## src/rtl/sesf_defines.vh

```
// constants for the sensor error status flag bank
`ifndef SESF_DEFINES_VH
`define SESF_DEFINES_VH
// ----------------------------------------------------------------------------
// register byte offsets
// ----------------------------------------------------------------------------
`define SESF_ADDR_STATUS       4'h0
`define SESF_ADDR_STATUS_CLR   4'h4
`define SESF_ADDR_CONTROL      4'h8
`define SESF_ADDR_FAULT_RAW    4'hC
// ----------------------------------------------------------------------------
// status word bit positions
// ----------------------------------------------------------------------------
`define SESF_BIT_PARTICULATE   11
`define SESF_BIT_FORMALDEHYDE  10
`define SESF_BIT_CARBON_DIOXIDE 9
`define SESF_BIT_GAS            7
// ----------------------------------------------------------------------------
// control bit positions and reset values
// ----------------------------------------------------------------------------
`define SESF_CTRL_MEASURE      0
`define SESF_CTRL_SOFT_RESET   1
`define SESF_CONTROL_RESET     32'h0000_0000
`define SESF_FLAGS_RESET       4'h0
`define SESF_NUM_FLAGS         4
`endif

```

## src/rtl/sesf_flag.v

```verilog
// one sticky sensing element error flag
`timescale 1ns/1ps
module sesf_flag (
  input  wire clk_sys,
  input  wire rst_b,
  input  wire measuring,
  input  wire fault,
  input  wire clear,
  output reg  flag
);
  always @(posedge clk_sys or negedge rst_b) begin
    if (!rst_b) begin
      flag <= 1'b0;
    end else if (measuring && fault) begin
      flag <= 1'b1;
    end else if (clear) begin
      flag <= 1'b0;
    end
  end
endmodule // sesf_flag

```

## src/rtl/sesf_status_flags.v

```verilog
// sticky sensing element error flags behind an Avalon-MM slave
`timescale 1ns/1ps
`include "sesf_defines.vh"
module sesf_status_flags (
  input  wire        clk_sys,
  input  wire        rst_b,
  input  wire [3:0]  avs_address,
  input  wire        avs_read,
  input  wire        avs_write,
  input  wire [31:0] avs_writedata,
  input  wire [3:0]  avs_byteenable,
  output reg  [31:0] avs_readdata,
  output wire        avs_waitrequest,
  output reg  [1:0]  avs_response,
  input  wire        particulate_fault,
  input  wire        formaldehyde_fault,
  input  wire        carbon_dioxide_fault,
  input  wire        gas_fault,
  output wire        measuring,
  output wire [31:0] status_word
);
  // --------------------------------------------------------------------------
  // bus handshake: one wait cycle, answer on the second edge
  // --------------------------------------------------------------------------
  reg        ack;
  wire       req      = (avs_read | avs_write) & ~ack;
  wire       rd_take  = avs_read & ack;
  wire       wr_take  = avs_write & ack;
  assign avs_waitrequest = (avs_read | avs_write) & ~ack;

  always @(posedge clk_sys or negedge rst_b) begin
    if (!rst_b) begin
      ack <= 1'b0;
    end else begin
      ack <= req;
    end
  end

  // --------------------------------------------------------------------------
  // response codes
  // --------------------------------------------------------------------------
  localparam [1:0] RESP_OKAY   = 2'b00;
  localparam [1:0] RESP_DECODE = 2'b11;

  // --------------------------------------------------------------------------
  // address decoding
  // --------------------------------------------------------------------------
  function is_status;
    input [3:0] a;
    begin
      is_status = (a == `SESF_ADDR_STATUS) || (a == `SESF_ADDR_STATUS_CLR);
    end
  endfunction

  function mapped;
    input [3:0] a;
    begin
      mapped = (a == `SESF_ADDR_STATUS) || (a == `SESF_ADDR_STATUS_CLR) ||
               (a == `SESF_ADDR_CONTROL) || (a == `SESF_ADDR_FAULT_RAW);
    end
  endfunction

  // --------------------------------------------------------------------------
  // control register: measure mode and self-clearing soft reset
  // --------------------------------------------------------------------------
  reg  measure_mode;
  reg  soft_reset;
  wire ctrl_wr = wr_take && (avs_address == `SESF_ADDR_CONTROL) && avs_byteenable[0];
  assign measuring = measure_mode;

  always @(posedge clk_sys or negedge rst_b) begin
    if (!rst_b) begin
      measure_mode <= 1'b0;
      soft_reset   <= 1'b0;
    end else begin
      soft_reset <= ctrl_wr && avs_writedata[`SESF_CTRL_SOFT_RESET];
      if (soft_reset) begin
        measure_mode <= 1'b0;
      end else if (ctrl_wr) begin
        measure_mode <= avs_writedata[`SESF_CTRL_MEASURE];
      end
    end
  end

  // --------------------------------------------------------------------------
  // sticky flags
  // --------------------------------------------------------------------------
  // status bit of each flag slot; slot 3 is the particulate element
  function integer slot_bit;
    input integer slot;
    begin
      case (slot)
        3:       slot_bit = `SESF_BIT_PARTICULATE;
        2:       slot_bit = `SESF_BIT_FORMALDEHYDE;
        1:       slot_bit = `SESF_BIT_CARBON_DIOXIDE;
        default: slot_bit = `SESF_BIT_GAS;
      endcase
    end
  endfunction

  wire [3:0] faults;
  wire [3:0] flags;
  wire [3:0] reported;
  wire [3:0] flag_clear;
  wire       rc_take = rd_take && (avs_address == `SESF_ADDR_STATUS_CLR);

  assign faults = {particulate_fault, formaldehyde_fault,
                   carbon_dioxide_fault, gas_fault};

  genvar i;
  generate
    for (i = 0; i < `SESF_NUM_FLAGS; i = i + 1) begin : g_flag
      // snapshot bit the host is being handed in this read
      assign reported[i] = avs_readdata[slot_bit(i)];

      // a read-clear clears only flags already shown to the host (soft reset clears all); a flag raised
      // after the snapshot stays for the next read
      assign flag_clear[i] = (rc_take & reported[i]) | soft_reset;

      // set beats clear, so a fault in the clearing cycle survives
      sesf_flag u_flag (
        .clk_sys   (clk_sys),
        .rst_b     (rst_b),
        .measuring (measure_mode),
        .fault     (faults[i]),
        .clear     (flag_clear[i]),
        .flag      (flags[i])
      );
    end
  endgenerate

  // --------------------------------------------------------------------------
  // status word
  // --------------------------------------------------------------------------
  reg [31:0] next_status;
  integer    k;

  always @* begin
    next_status = 32'h0000_0000;
    for (k = 0; k < `SESF_NUM_FLAGS; k = k + 1) begin
      next_status[slot_bit(k)] = flags[k];
    end
  end

  assign status_word = next_status;

  // --------------------------------------------------------------------------
  // bus response
  // --------------------------------------------------------------------------
  always @(posedge clk_sys or negedge rst_b) begin
    if (!rst_b) begin
      avs_response <= RESP_OKAY;
    end else if (req) begin
      if (mapped(avs_address)) begin
        avs_response <= RESP_OKAY;
      end else begin
        avs_response <= RESP_DECODE;
      end
    end
  end

  // --------------------------------------------------------------------------
  // read data, taken before any clear lands
  // --------------------------------------------------------------------------
  always @(posedge clk_sys or negedge rst_b) begin
    if (!rst_b) begin
      avs_readdata <= 32'h0000_0000;
    end else if (req) begin
      if (is_status(avs_address)) begin
        avs_readdata <= next_status;
      end else begin
        case (avs_address)
          `SESF_ADDR_CONTROL:   avs_readdata <= {31'h0000_0000, measure_mode};
          `SESF_ADDR_FAULT_RAW: avs_readdata <= {28'h000_0000, faults};
          default:              avs_readdata <= 32'h0000_0000;
        endcase
      end
    end
  end
endmodule // sesf_status_flags

```

## config.mk

```make
export PLATFORM = sky130hd
export DESIGN_NAME = sesf_status_flags
export DESIGN_NICKNAME = d
export VERILOG_FILES = /design/src/rtl/sesf_flag.v /design/src/rtl/sesf_status_flags.v
export VERILOG_INCLUDE_DIRS = /design/src /design/src/rtl
export SDC_FILE = /design/constraint.sdc
export NUM_CORES = 1
export LEC_CHECK = 0
export ABC_AREA = 1
export BUFFER_PORTS_ARGS = -buffer_cell sky130_fd_sc_hd__buf_4
export CELL_PAD_IN_SITES_DETAIL_PLACEMENT = 0
export CELL_PAD_IN_SITES_GLOBAL_PLACEMENT = 1
export CORE_ASPECT_RATIO = 1.1
export CORE_UTILIZATION = 24
export CTS_BUF_LIST = sky130_fd_sc_hd__clkbuf_4 sky130_fd_sc_hd__clkbuf_8
export DETAILED_ROUTE_END_ITERATION = 8
export GPL_ROUTABILITY_DRIVEN = 0
export PLACE_DENSITY_LB_ADDON = 0.2
export SYNTH_ARGS = -nofsm -noshare
export SYNTH_HDL_FRONTEND = slang
export SYNTH_SLANG_ARGS = --single-unit
```

## constraint.sdc

```tcl
create_clock -name clk_sys -period 1.19 [get_ports clk_sys]
set_input_delay 0.119 -clock clk_sys [delete_from_list [all_inputs] [get_ports clk_sys]]
set_output_delay 0.119 -clock clk_sys [all_outputs]
set_load 0.02 [all_outputs]
```

# Word level (Yosys, flattened, before mapping)
# Cells that the tools add are included.
totals:
  inputBits: 48
  elab_cells: 55
  output_inout_bits: 68
  register_bits: 41
classes:
  eq_ne: 3
  mux: 13
  bitwise_logic: 13
  reduce_logical: 17
op_table:
  columns: ["operator", "count"]
  rows:
  - ["32-bit 2-to-1 mux", 1]
  - ["1-bit 2-to-1 mux", 10]
  - ["2-bit nonzero test", 5]
  - ["4-bit == test (second input constant)", 2]
  - ["1-bit logical AND", 8]
  - ["4-bit case mux with 2 select lines", 1]
  - ["1-bit bitwise AND", 7]
  - ["1-bit OR", 5]
  - ["4-bit by 3-bit == test with 1-bit output (second input constant)", 1]
  - ["4-bit logical NOT", 1]
  - ["1-bit logical OR", 3]
  - ["2-bit 2-to-1 mux", 1]
  - ["1-bit NOT", 1]

# Longest topological paths before layout
# Gate-level depths: netlist of the first run.
depth:
  word_depth: 6
  mapped_depth: 6
  mapped_depth_nobuf: 6

# Cells and area by module
# Synthesis of the first run repeated with hierarchy kept, for this count alone.
unflattened:
  cells_unflattened: 154
  area_unflattened_um2: 1193.6
modules_own_cells:
  columns: ["mod", "area_per_inst_um2", "n_inst", "seq_area_each_um2", "cells_each"]
  rows:
  - ["sesf_status_flags", 1033.5, 1, 300.3, 134]
  - ["sesf_flag", 40.0, 4, 25.0, 5]

# Worst setup path after synthesis of the first run
# No wires, ideal clock.
synth_timing:
  path_kind: "register -> register"
  start: "reg ack"
  end: "reg avs_response[0]"
  synth_period_minus_slack_ps: 927
  path_stages_with_launch: 5
  n_path_buf: 1
  slack_ps: 263
  arrival_ps: 803
  setup_ps: 125
  required_ps: 1065
  cell_sequence: "dfrtp_1 > o21bai_4 > buf_6 > nand2_1 > o21ai_1"
synth_via:
  elab_chain_cells: 2
synth_rtl:
  columns: ["item", "line_no", "text"]
  rows:
  - ["start, declared", "sesf_status_flags.v:25", "reg ack;"]
  - ["start signal, assigned", "sesf_status_flags.v:35", "ack <= req;"]
  - ["1-bit NOT", "sesf_status_flags.v:26", "wire req = (avs_read | avs_write) & ~ack;"]
  - ["1-bit bitwise AND", "sesf_status_flags.v:26", null]
  - ["end signal, assigned", "sesf_status_flags.v:152", "avs_response <= RESP_OKAY;"]
  - ["end signal, assigned", "sesf_status_flags.v:155", "avs_response <= RESP_OKAY;"]
  - ["end signal, assigned", "sesf_status_flags.v:157", "avs_response <= RESP_DECODE;"]
  - ["end, declared", "sesf_status_flags.v:14", "output reg [1:0] avs_response,"]
# No other way between the ends.
# A chain may end at the register's enable or synchronous reset.

# Final worst setup path of the first run
layout_timing:
  start: "reg ack"
  end: "out avs_waitrequest"
layout_via:
  elab_chain_cells: 2
layout_rtl:
  columns: ["item", "line_no", "text"]
  rows:
  - ["1-bit NOT", "sesf_status_flags.v:29", "assign avs_waitrequest = (avs_read | avs_write) & ~ack;"]
  - ["1-bit bitwise AND", "sesf_status_flags.v:29", null]
  - ["end, declared", "sesf_status_flags.v:13", "output wire avs_waitrequest,"]
# No other way between the ends.

==> results of run 1 <==
==> cell usage after synthesis <==
| master | instances | area [sq um] |
|---|---|---|
| nand3_1 | 4 | 20.02 |
| nand2_2 | 1 | 6.260 |
| conb_1 | 1 | 3.750 |
| nor2_8 | 1 | 20.02 |
| o21bai_4 | 1 | 18.77 |
| nand4_1 | 5 | 31.28 |
| buf_6 | 1 | 11.26 |
| nor2_4 | 1 | 11.26 |
| nand2_1 | 44 | 165.2 |
| nor2_1 | 9 | 33.78 |
| inv_1 | 11 | 41.29 |
| nor2_2 | 1 | 6.260 |
| inv_2 | 2 | 7.510 |
| buf_4 | 57 | 427.9 |
| o21ai_1 | 1 | 5.000 |
| dfrtp_1 | 16 | 400.4 |
| clkinv_1 | 1 | 3.750 |
| nand2_4 | 1 | 11.26 |
==> logic make-up after synthesis <==
logic type             after synthesis  synth area share [%]
AND/OR/NAND/NOR                     67                 24.92
AO/OA/AOI/OAI                        2                 1.941
flip-flops                          16                 32.69
buffers and inverters               72                 40.14
other                                1                0.3061
==> final cells by class <==
| type | instances | area, sq um |
|---|---|---|
| fill | 521 | 3438 |
| multi-input combinational | 121 | 529.3 |
| sequential | 16 | 400.4 |
| timing repair buffer | 32 | 250.2 |
| tap | 56 | 70.07 |
| inverter | 14 | 52.55 |
| clock buffer | 3 | 41.29 |
==> state kept, by name, summed over array words and instances, names as in the netlist <==
name / count
g_flag.u_flag.flag: 4
ack: 1
avs_readdata: 8
soft_reset: 1
avs_response: 1
measuring: 1
==> worst max-delay path by stage <==
| stage | startpoint | endpoint |
|---|---|---|
| final | ack | avs_waitrequest |
| after global routing | ack | avs_waitrequest |
| after CTS | ack | avs_waitrequest |
| after detailed placement | ack | avs_readdata[3] |
| after global placement | ack | avs_readdata[3] |
| after floorplan | ack | avs_response[0] |
==> layer usage <==
layer / GRT usage (%) / share of wire, % / vias to the layer above
met5: 0 / 0 / -
met4: 5.400 / 2.3 / 0
met3: 2.891 / 8.9 / 5
met2: 14.42 / 48 / 55
met1: 10.56 / 40 / 369
li1: - / - / 427
==> stage by stage <==
stage	hold WS [ps]	worst slack (ps)	TNS [ps]	utilization [%]	cell area (sq um)
3_3_place_gp	-6.327	145.7	0	26.61	1272
4_1_cts	71.69	18.98	0	27.84	1331
3_5_place_dp	-6.749	146.7	0	26.61	1272
5_1_grt	84.21	-0.2139	-0.2139	28.10	1344
6_report	75.18	23.94	0	28.10	1344
2_1_floorplan	-176.6	262.6	0	-	1416
==> report_power, final <==
| group | total [mW] | switching (mW) | internal (mW) |
|---|---|---|---|
| combinational | 0.693 | 0.458 | 0.235 |
| clock | 0.408 | 0.183 | 0.225 |
| sequential | 0.715 | 0.0788 | 0.636 |
==> what timing repair did <==
action / CTS / global route
resized for setup: 0 / 3
endpoints found under the hold margin: 16 / 0
setup endpoints to repair: 1 / 6
pin swaps: 0 / 1
buffers inserted: 1 / 0
hold buffers: 1 / 0
==> worst min-delay path, cell delays in order <==
cell	delay [ps]
buf_4	90
nand2_1	40
nand2_1	50
==> impl_metrics.ini, run 1 <==
[setup_path]
rrSetupSlack_ps = 90
cp.depth = 3
reg2reg_depth = 5
r2r_end = avs_readdata[7]
rr_startpoint = ack
setup.worst_path.start_class = register
path_class = reg2out
arrival_ps = 1050
critical_path_buf_inv_count = 2
end_kind = output port
crit_fanout = 3
path_cells = o21bai_4 > inv_2 > buf_6
crit_path_top_delay_cell = dfrtp_1
max_stage_delay_ps = 400
crit_required_ps = 1070
crit_family = flip-flops

[placed_design]
port_buffers = 30
dpl.hpwl_um = 1821
placed_cells = 237

[worst_hold_path]
whs_endpoint = avs_readdata[2]
hold_class = in2reg
hold_path_depth = 3
holdCritStartpoint = formaldehyde_fault

[layout]
syn2layout_area_growth_pct = 9.704
stdcell_count = 242
layout-drive-gt1-share_pct = 22.58
nets = 236
antenna_cells = 0
layout_common_cells = 52 x conb_1, 44 x nand2_1, 29 x buf_4, 16 x dfrtp_1, 11 x inv_1
layout_commonest_cell = conb_1

[clocking]
htreeDepth = 1
clk_pin_slew_ps = 60
cts_max_path_buffers = 2
cts_buffers = 3
insertion_delay_ps = 250
cts_sinks = 16
clockRootBuffer = clkbuf_8
cts_tree = done

[die]
core_sq_um = 4782
die_area_sq_um = 5394
ios = 116
die_w_um = 70.12
start_util_pct = 25.61
die_h_um = 76.93
rows = 26

[timing]
min_period_over_period_pct = 97.99
max_freq_mhz = 857.6
hold_violations = 0
drv_slew = 0
skew_ps = 0.7530
period_needed_ps = 1166
finalSetupViolations = 0
rsz0062_at_grt = true

[logic_synthesis]
synth_warnings = 0
synth_cell_types = 18
netlist_instances = 158
ys_seq_elements = 16
ys_seq_area_share_pct = 32.69
synth_area_sq_um = 1225
syn_area_per_cell_sq_um = 7.753

[grt]
grt_max_degree = 17
grt_usage_pct = 9.066
overflow = 0
antenna_found_initial = 0
grt_pass1_vias = 771
grt_pass1_wl_um = 3726

[run_status]
outcome = finished, final reports clean

[power]
ir_drop_mv = 0.4013
p_leak_nw = 0.8079
power_density_nw_per_um2 = 1351
power_mw = 1.816

[routing]
detail_route.wl_per_cell_um = 9.715
drt_iter0_markers = 17
antenna_left = 0
wl_um = 2351
avgViaCountPerCell = 3.537
drc_errors = 0
firstDrtPassIters = 4
vias = 856

[run]
drv_cap = 0
(Power assumes the default switching activity.)
==> inputs of run 2 (changes only) <==
ABC_AREA = not set   (was 1)
CORE_MARGIN = 5   (was not set)
==> run 2 against run 1 <==
  * The run now ends with negative setup slack left
  * Register-to-register slack worse by 90 ps
  * Synthesized cell count down 27%
  * Clock power up 20%
  * Global-route usage down 0.96 points
  * Via count down 10%
  * Largest cell class unchanged
  * Sequential cell count unchanged
  * Design area up 0.28%
  * Non-clock buffer count up 10
==> impl_metrics.ini, run 2 <==
[placed_design]
port_buffers = 30
placed_area_sq_um = 1204
placed_cells = 199
dpl.hpwl_um = 2110

[clocking]
cts_buffers = 3
cts_tree = done
htreeDepth = 1
clk_pin_slew_ps = 70
cts_max_path_buffers = 2
insertion_delay_ps = 250
cts_sinks = 16
clockRootBuffer = clkbuf_8

[logic_synthesis]
ys_seq_area_share_pct = 36.00
synth.area.top_cells = buf_4 38%, dfrtp_1 36%, a32o_1 3.6%
synth_flop_cell = dfrtp_1
syn_area_per_cell_sq_um = 9.672
synth_area_sq_um = 1112
synthDominantCellAreaShare_pct = 38.47
yosysTopAreaCell = buf_4
yosysMostFrequentCell = buf_4
ys_seq_elements = 16
netlist_instances = 115
ys_async_sr_fraction_pct = 100.0
synth_edf_count = 0
synth_commonest_cells = 57 x buf_4, 16 x dfrtp_1, 7 x nand2_1
synth_warnings = 0
synth_cell_types = 22

[timing]
setup_ws_ps = -13.73
rsz0062_at_grt = true
drv_slew = 0
finalSetupViolations = 1
skew_ps = 3.990
max_freq_mhz = 830.7
hold_slack_ps = 71.90
fin_setup_tns_ps = -13.73
hold_violations = 0
period_needed_ps = 1204
min_period_over_period_pct = 101.2

[layout]
syn2layout_area_growth_pct = 21.15
largest_reg_flops = 8
nets = 203
stdcell_area_sq_um = 1348
stdcell_count = 210
layout_common_cells = 52 x conb_1, 38 x buf_4, 16 x dfrtp_1, 7 x nand2_1
layout-drive-gt1-share_pct = 32.47
antenna_cells = 0
regMostFlops = avs_readdata
top_regs = avs_readdata (8), g_flag.u_flag.flag (4)
layout_commonest_cell = conb_1

[die]
rows = 26
start_util_pct = 24.42
ios = 116
die_area_sq_um = 6098
core_sq_um = 4554
die_h_um = 81.40
die_w_um = 74.91

[run_status]
violations = negative setup slack
outcome = finished with violations

[routing]
firstDrtPassIters = 3
detail_route.wl_per_cell_um = 12.47
avgViaCountPerCell = 3.667
wl_um = 2618
drt_iter0_markers = 38
vias = 770
antenna_left = 0
drc_errors = 0

[setup_path]
crit_required_ps = 1070
path_class = reg2out
crit_fanout = 2
setup.worst_path.start_class = register
end_kind = output port
arrival_ps = 1080
reg2reg_depth = 4

[worst_hold_path]
hold_path_depth = 2
hold_class = in2reg

[power]
power_density_nw_per_um2 = 1200
ir_drop_mv = 0.2601
p_leak_nw = 0.6802

[grt]
grt_pass1_wl_um = 3795
overflow = 0
antenna_found_initial = 0
grt_max_degree = 17
grt_pass1_vias = 764
grt_usage_pct = 8.108

[run]
drv_cap = 0
[run 2: final timing paths]
path	startpoint	to	slack (ps)
max	ack	avs_waitrequest	-10
min	avs_writedata[1]	soft_reset	70
max reg2reg	ack	avs_readdata[11]	0
min reg2reg	avs_readdata[2]	avs_readdata[2]	480
max in group asynchronous	rst_b	g_flag[2].u_flag.flag	730
min in group asynchronous	rst_b	ack	270
[run 2: final cells by class]
class / count / area, sq um
clock buffer: 4 / 55.05
fill: 496 / 3207
inverter: 2 / 10.01
multi-input combinational: 90 / 483.0
sequential: 16 / 400.4
tap: 56 / 70.07
timing repair buffer: 42 / 329.1
[run 2: metrics by stage]
| step | worst slack, ps | util, % | power (mW) |
|---|---|---|---|
| global route | -55.54 | 29.59 | 1.699 |
| CTS | -15.69 | 29.09 | 1.615 |
| global placement | 85.45 | 26.43 | 1.070 |
| finish | -13.73 | 29.59 | 1.617 |
| floorplan | 45.70 | - | 1.034 |
| detailed placement | 68.71 | 26.43 | 1.075 |
[run 2: repair_timing]
action | in CTS | in global routing
buffers inserted | 5 | 1
gates resized for setup | 5 | 3
hold buffers | 1 | 0
endpoints found under the setup margin | 1 | 6
endpoints found under the hold margin | 16 | 0
pin swaps | 0 | 2
[run 2: routing by layer]
metal  GRT usage (%)  wire [um]
met5               0          0
met4           2.135         26
met2           13.50       1229
met3           2.970        357
met1           9.752       1004
[run 2: cell families after synthesis]
family / after synthesis / share of synthesized area (%)
buffers and inverters: 60 / 39.59
AND/OR/NAND/NOR: 22 / 12.37
flip-flops: 16 / 36.00
AO/OA/AOI/OAI: 14 / 9.899
multiplexers: 2 / 1.800
other: 1 / 0.3371
[run 2: where the power goes]
| group | internal [mW] | switching [mW] |
|---|---|---|
| Combinational | 0.180 | 0.324 |
| Clock | 0.294 | 0.195 |
| Sequential | 0.582 | 0.0427 |
[run 2: critical path, cell delays in order, from the launching register on]
cell and delay, ps:
dfrtp_1 380, o21bai_4 180, buf_6 120, inv_4 40, buf_6 100
==> inputs of run 3 (changes only) <==
BUFFER_PORTS_ARGS = -buffer_cell sky130_fd_sc_hd__buf_2   (was -buffer_cell sky130_fd_sc_hd__buf_4)
CORE_ASPECT_RATIO = not set   (was 1.1)
PLACE_DENSITY_LB_ADDON = 0.1   (was 0.2)
==> run 3 against run 2 <==
  * Sequential power decreased by 0.6%
  * Largest power group unchanged
  * Sequential cell count unchanged
  * Sequential share of layout area increased by 3.5 points
  * Worst setup slack improved by 53 ps
  * The run now ends clean
==> impl_metrics.ini, run 3 (same netlist as run 2, synthesis figures left out) <==
[layout]
layout_common_cells = 52 x conb_1, 29 x buf_2, 16 x dfrtp_1, 7 x nand2_1, 5 x buf_4
nets = 197
regMostFlops = avs_readdata
stdcell_area_sq_um = 1206
layout_commonest_cell = conb_1
seq_area_sq_um = 400.4
antenna_cells = 0
syn2layout_area_growth_pct = 8.437
top_regs = avs_readdata (8), g_flag.u_flag.flag (4)
fillers = 486
stdcell_count = 200
largest_reg_flops = 8
multi_input_area_sq_um = 474.2
layout-drive-gt1-share_pct = 29.73

[grt]
antenna_found_initial = 0
overflow = 0
busiest_layer = met2
grt_max_degree = 17
grt_pass1_vias = 721
met2_usage_pct = 13.66
grt_pass1_wl_um = 3967
grt_use_met3_pct = 2.746
grt_use_met1_pct = 9.930
grt_usage_pct = 8.045

[die]
core_sq_um = 4414
die_area_sq_um = 6096
rows = 24
ios = 116
start_util_pct = 25.20
die_h_um = 78.08
die_w_um = 78.08

[setup_path]
rr_startpoint = ack
rrSetupSlack_ps = 80
path_cells = o21bai_4 > inv_2 > buf_6
max_stage_delay_ps = 390
endpoint = avs_waitrequest
crit_path_top_delay_cell = dfrtp_1
crit_required_ps = 1070
reg2reg_depth = 4
cp-startpoint = ack
end_kind = output port
setup.worst_path.start_class = register
crit_fanout = 5
path_class = reg2out
arrival_ps = 1030
r2r_end = avs_readdata[7]

[placed_design]
placed_cells = 195
placed_area_sq_um = 1124
dpl.hpwl_um = 2157
port_buffers = 30
pre_cts_slack_ps = 20.88

[routing]
drc_errors = 0
firstDrtPassIters = 4
drt_iter0_markers = 29
antenna_left = 0
detail_route.wl_per_cell_um = 13.00
avgViaCountPerCell = 3.635
vias = 727
wl_um = 2599

[clocking]
htreeDepth = 1
cts_buffers = 3
cts_tree = done
insertion_delay_ps = 250
cts_max_path_buffers = 2
cts_sinks = 16
clockRootBuffer = clkbuf_8
clk_pin_slew_ps = 70

[timing]
hold_violations = 0
drv_slew = 0
min_period_over_period_pct = 96.74
skew_ps = 2.539
setup_ws_ps = 38.78
max_freq_mhz = 868.6
rsz0062_at_grt = true
period_needed_ps = 1151
finalSetupViolations = 0

[power]
p_leak_nw = 0.6239
ir_drop_mv = 0.3419
power_density_nw_per_um2 = 1269
power_mw = 1.530

[worst_hold_path]
hold_class = in2reg

[run]
drv_cap = 0

[run_status]
outcome = finished, final reports clean
==> run 3: changes by cell type in the layout (fill, tap and decap cells not counted), sizes merged <==
cell	previous run	this run
buf	41	35
==> run 3: through the flow <==
step           utilization [%]  hold WS (ps)  setup TNS [ps]
5_1_grt                  27.32         71.75          -13.95
3_3_place_gp             25.45         55.66               0
6_report                 27.32         71.81               0
3_5_place_dp             25.45         67.05               0
4_1_cts                  27.32         67.35               0
2_1_floorplan                -        -176.6               0
==> run 3: layer usage <==
| layer | vias to the layer above | share of wire, % |
|---|---|---|
| li1 | 346 | - |
| met1 | 329 | 40 |
| met2 | 48 | 48 |
| met3 | 4 | 11 |
| met4 | 0 | 0.54 |
| met5 | - | 0 |
==> run 3: timing repair <==
action                     CTS  global route
gates resized for setup      5             0
hold buffers                 1             0
gates cloned                 0             0
setup buffers                0             0
setup endpoints to repair    3             1
hold endpoints to repair    16             0
==> run 3: worst min-delay path by stage <==
stage,endpoint,start,cells after the start
floorplan,ack,rst_b,0
global placement,avs_readdata[2],rst_b,1
detailed placement,avs_response[0],rst_b,1
CTS,soft_reset,avs_writedata[1],2
global route,soft_reset,avs_writedata[1],2
finish,soft_reset,avs_writedata[1],2
==> run 3: layout make-up <==
class | instances | area share [%]
multi-input combinational | 90 | 39.32
sequential | 16 | 33.19
timing repair buffer | 36 | 16.91
tap | 52 | 5.394
clock buffer | 4 | 4.564
inverter | 2 | 0.6224
==> run 3: worst max-delay path: cells and delay by family, from the launching register on <==
family / cells / cell delay [ps]
buf+inv: 2 / 190
compound gates: 1 / 200
flops: 1 / 390
==> run 3: where the power goes <==
part	switching, mW	total, mW	internal [mW]
Clock	0.195	0.488	0.294
Combinational	0.311	0.420	0.109
Sequential	0.0391	0.621	0.582
Total	0.545	1.53	0.986
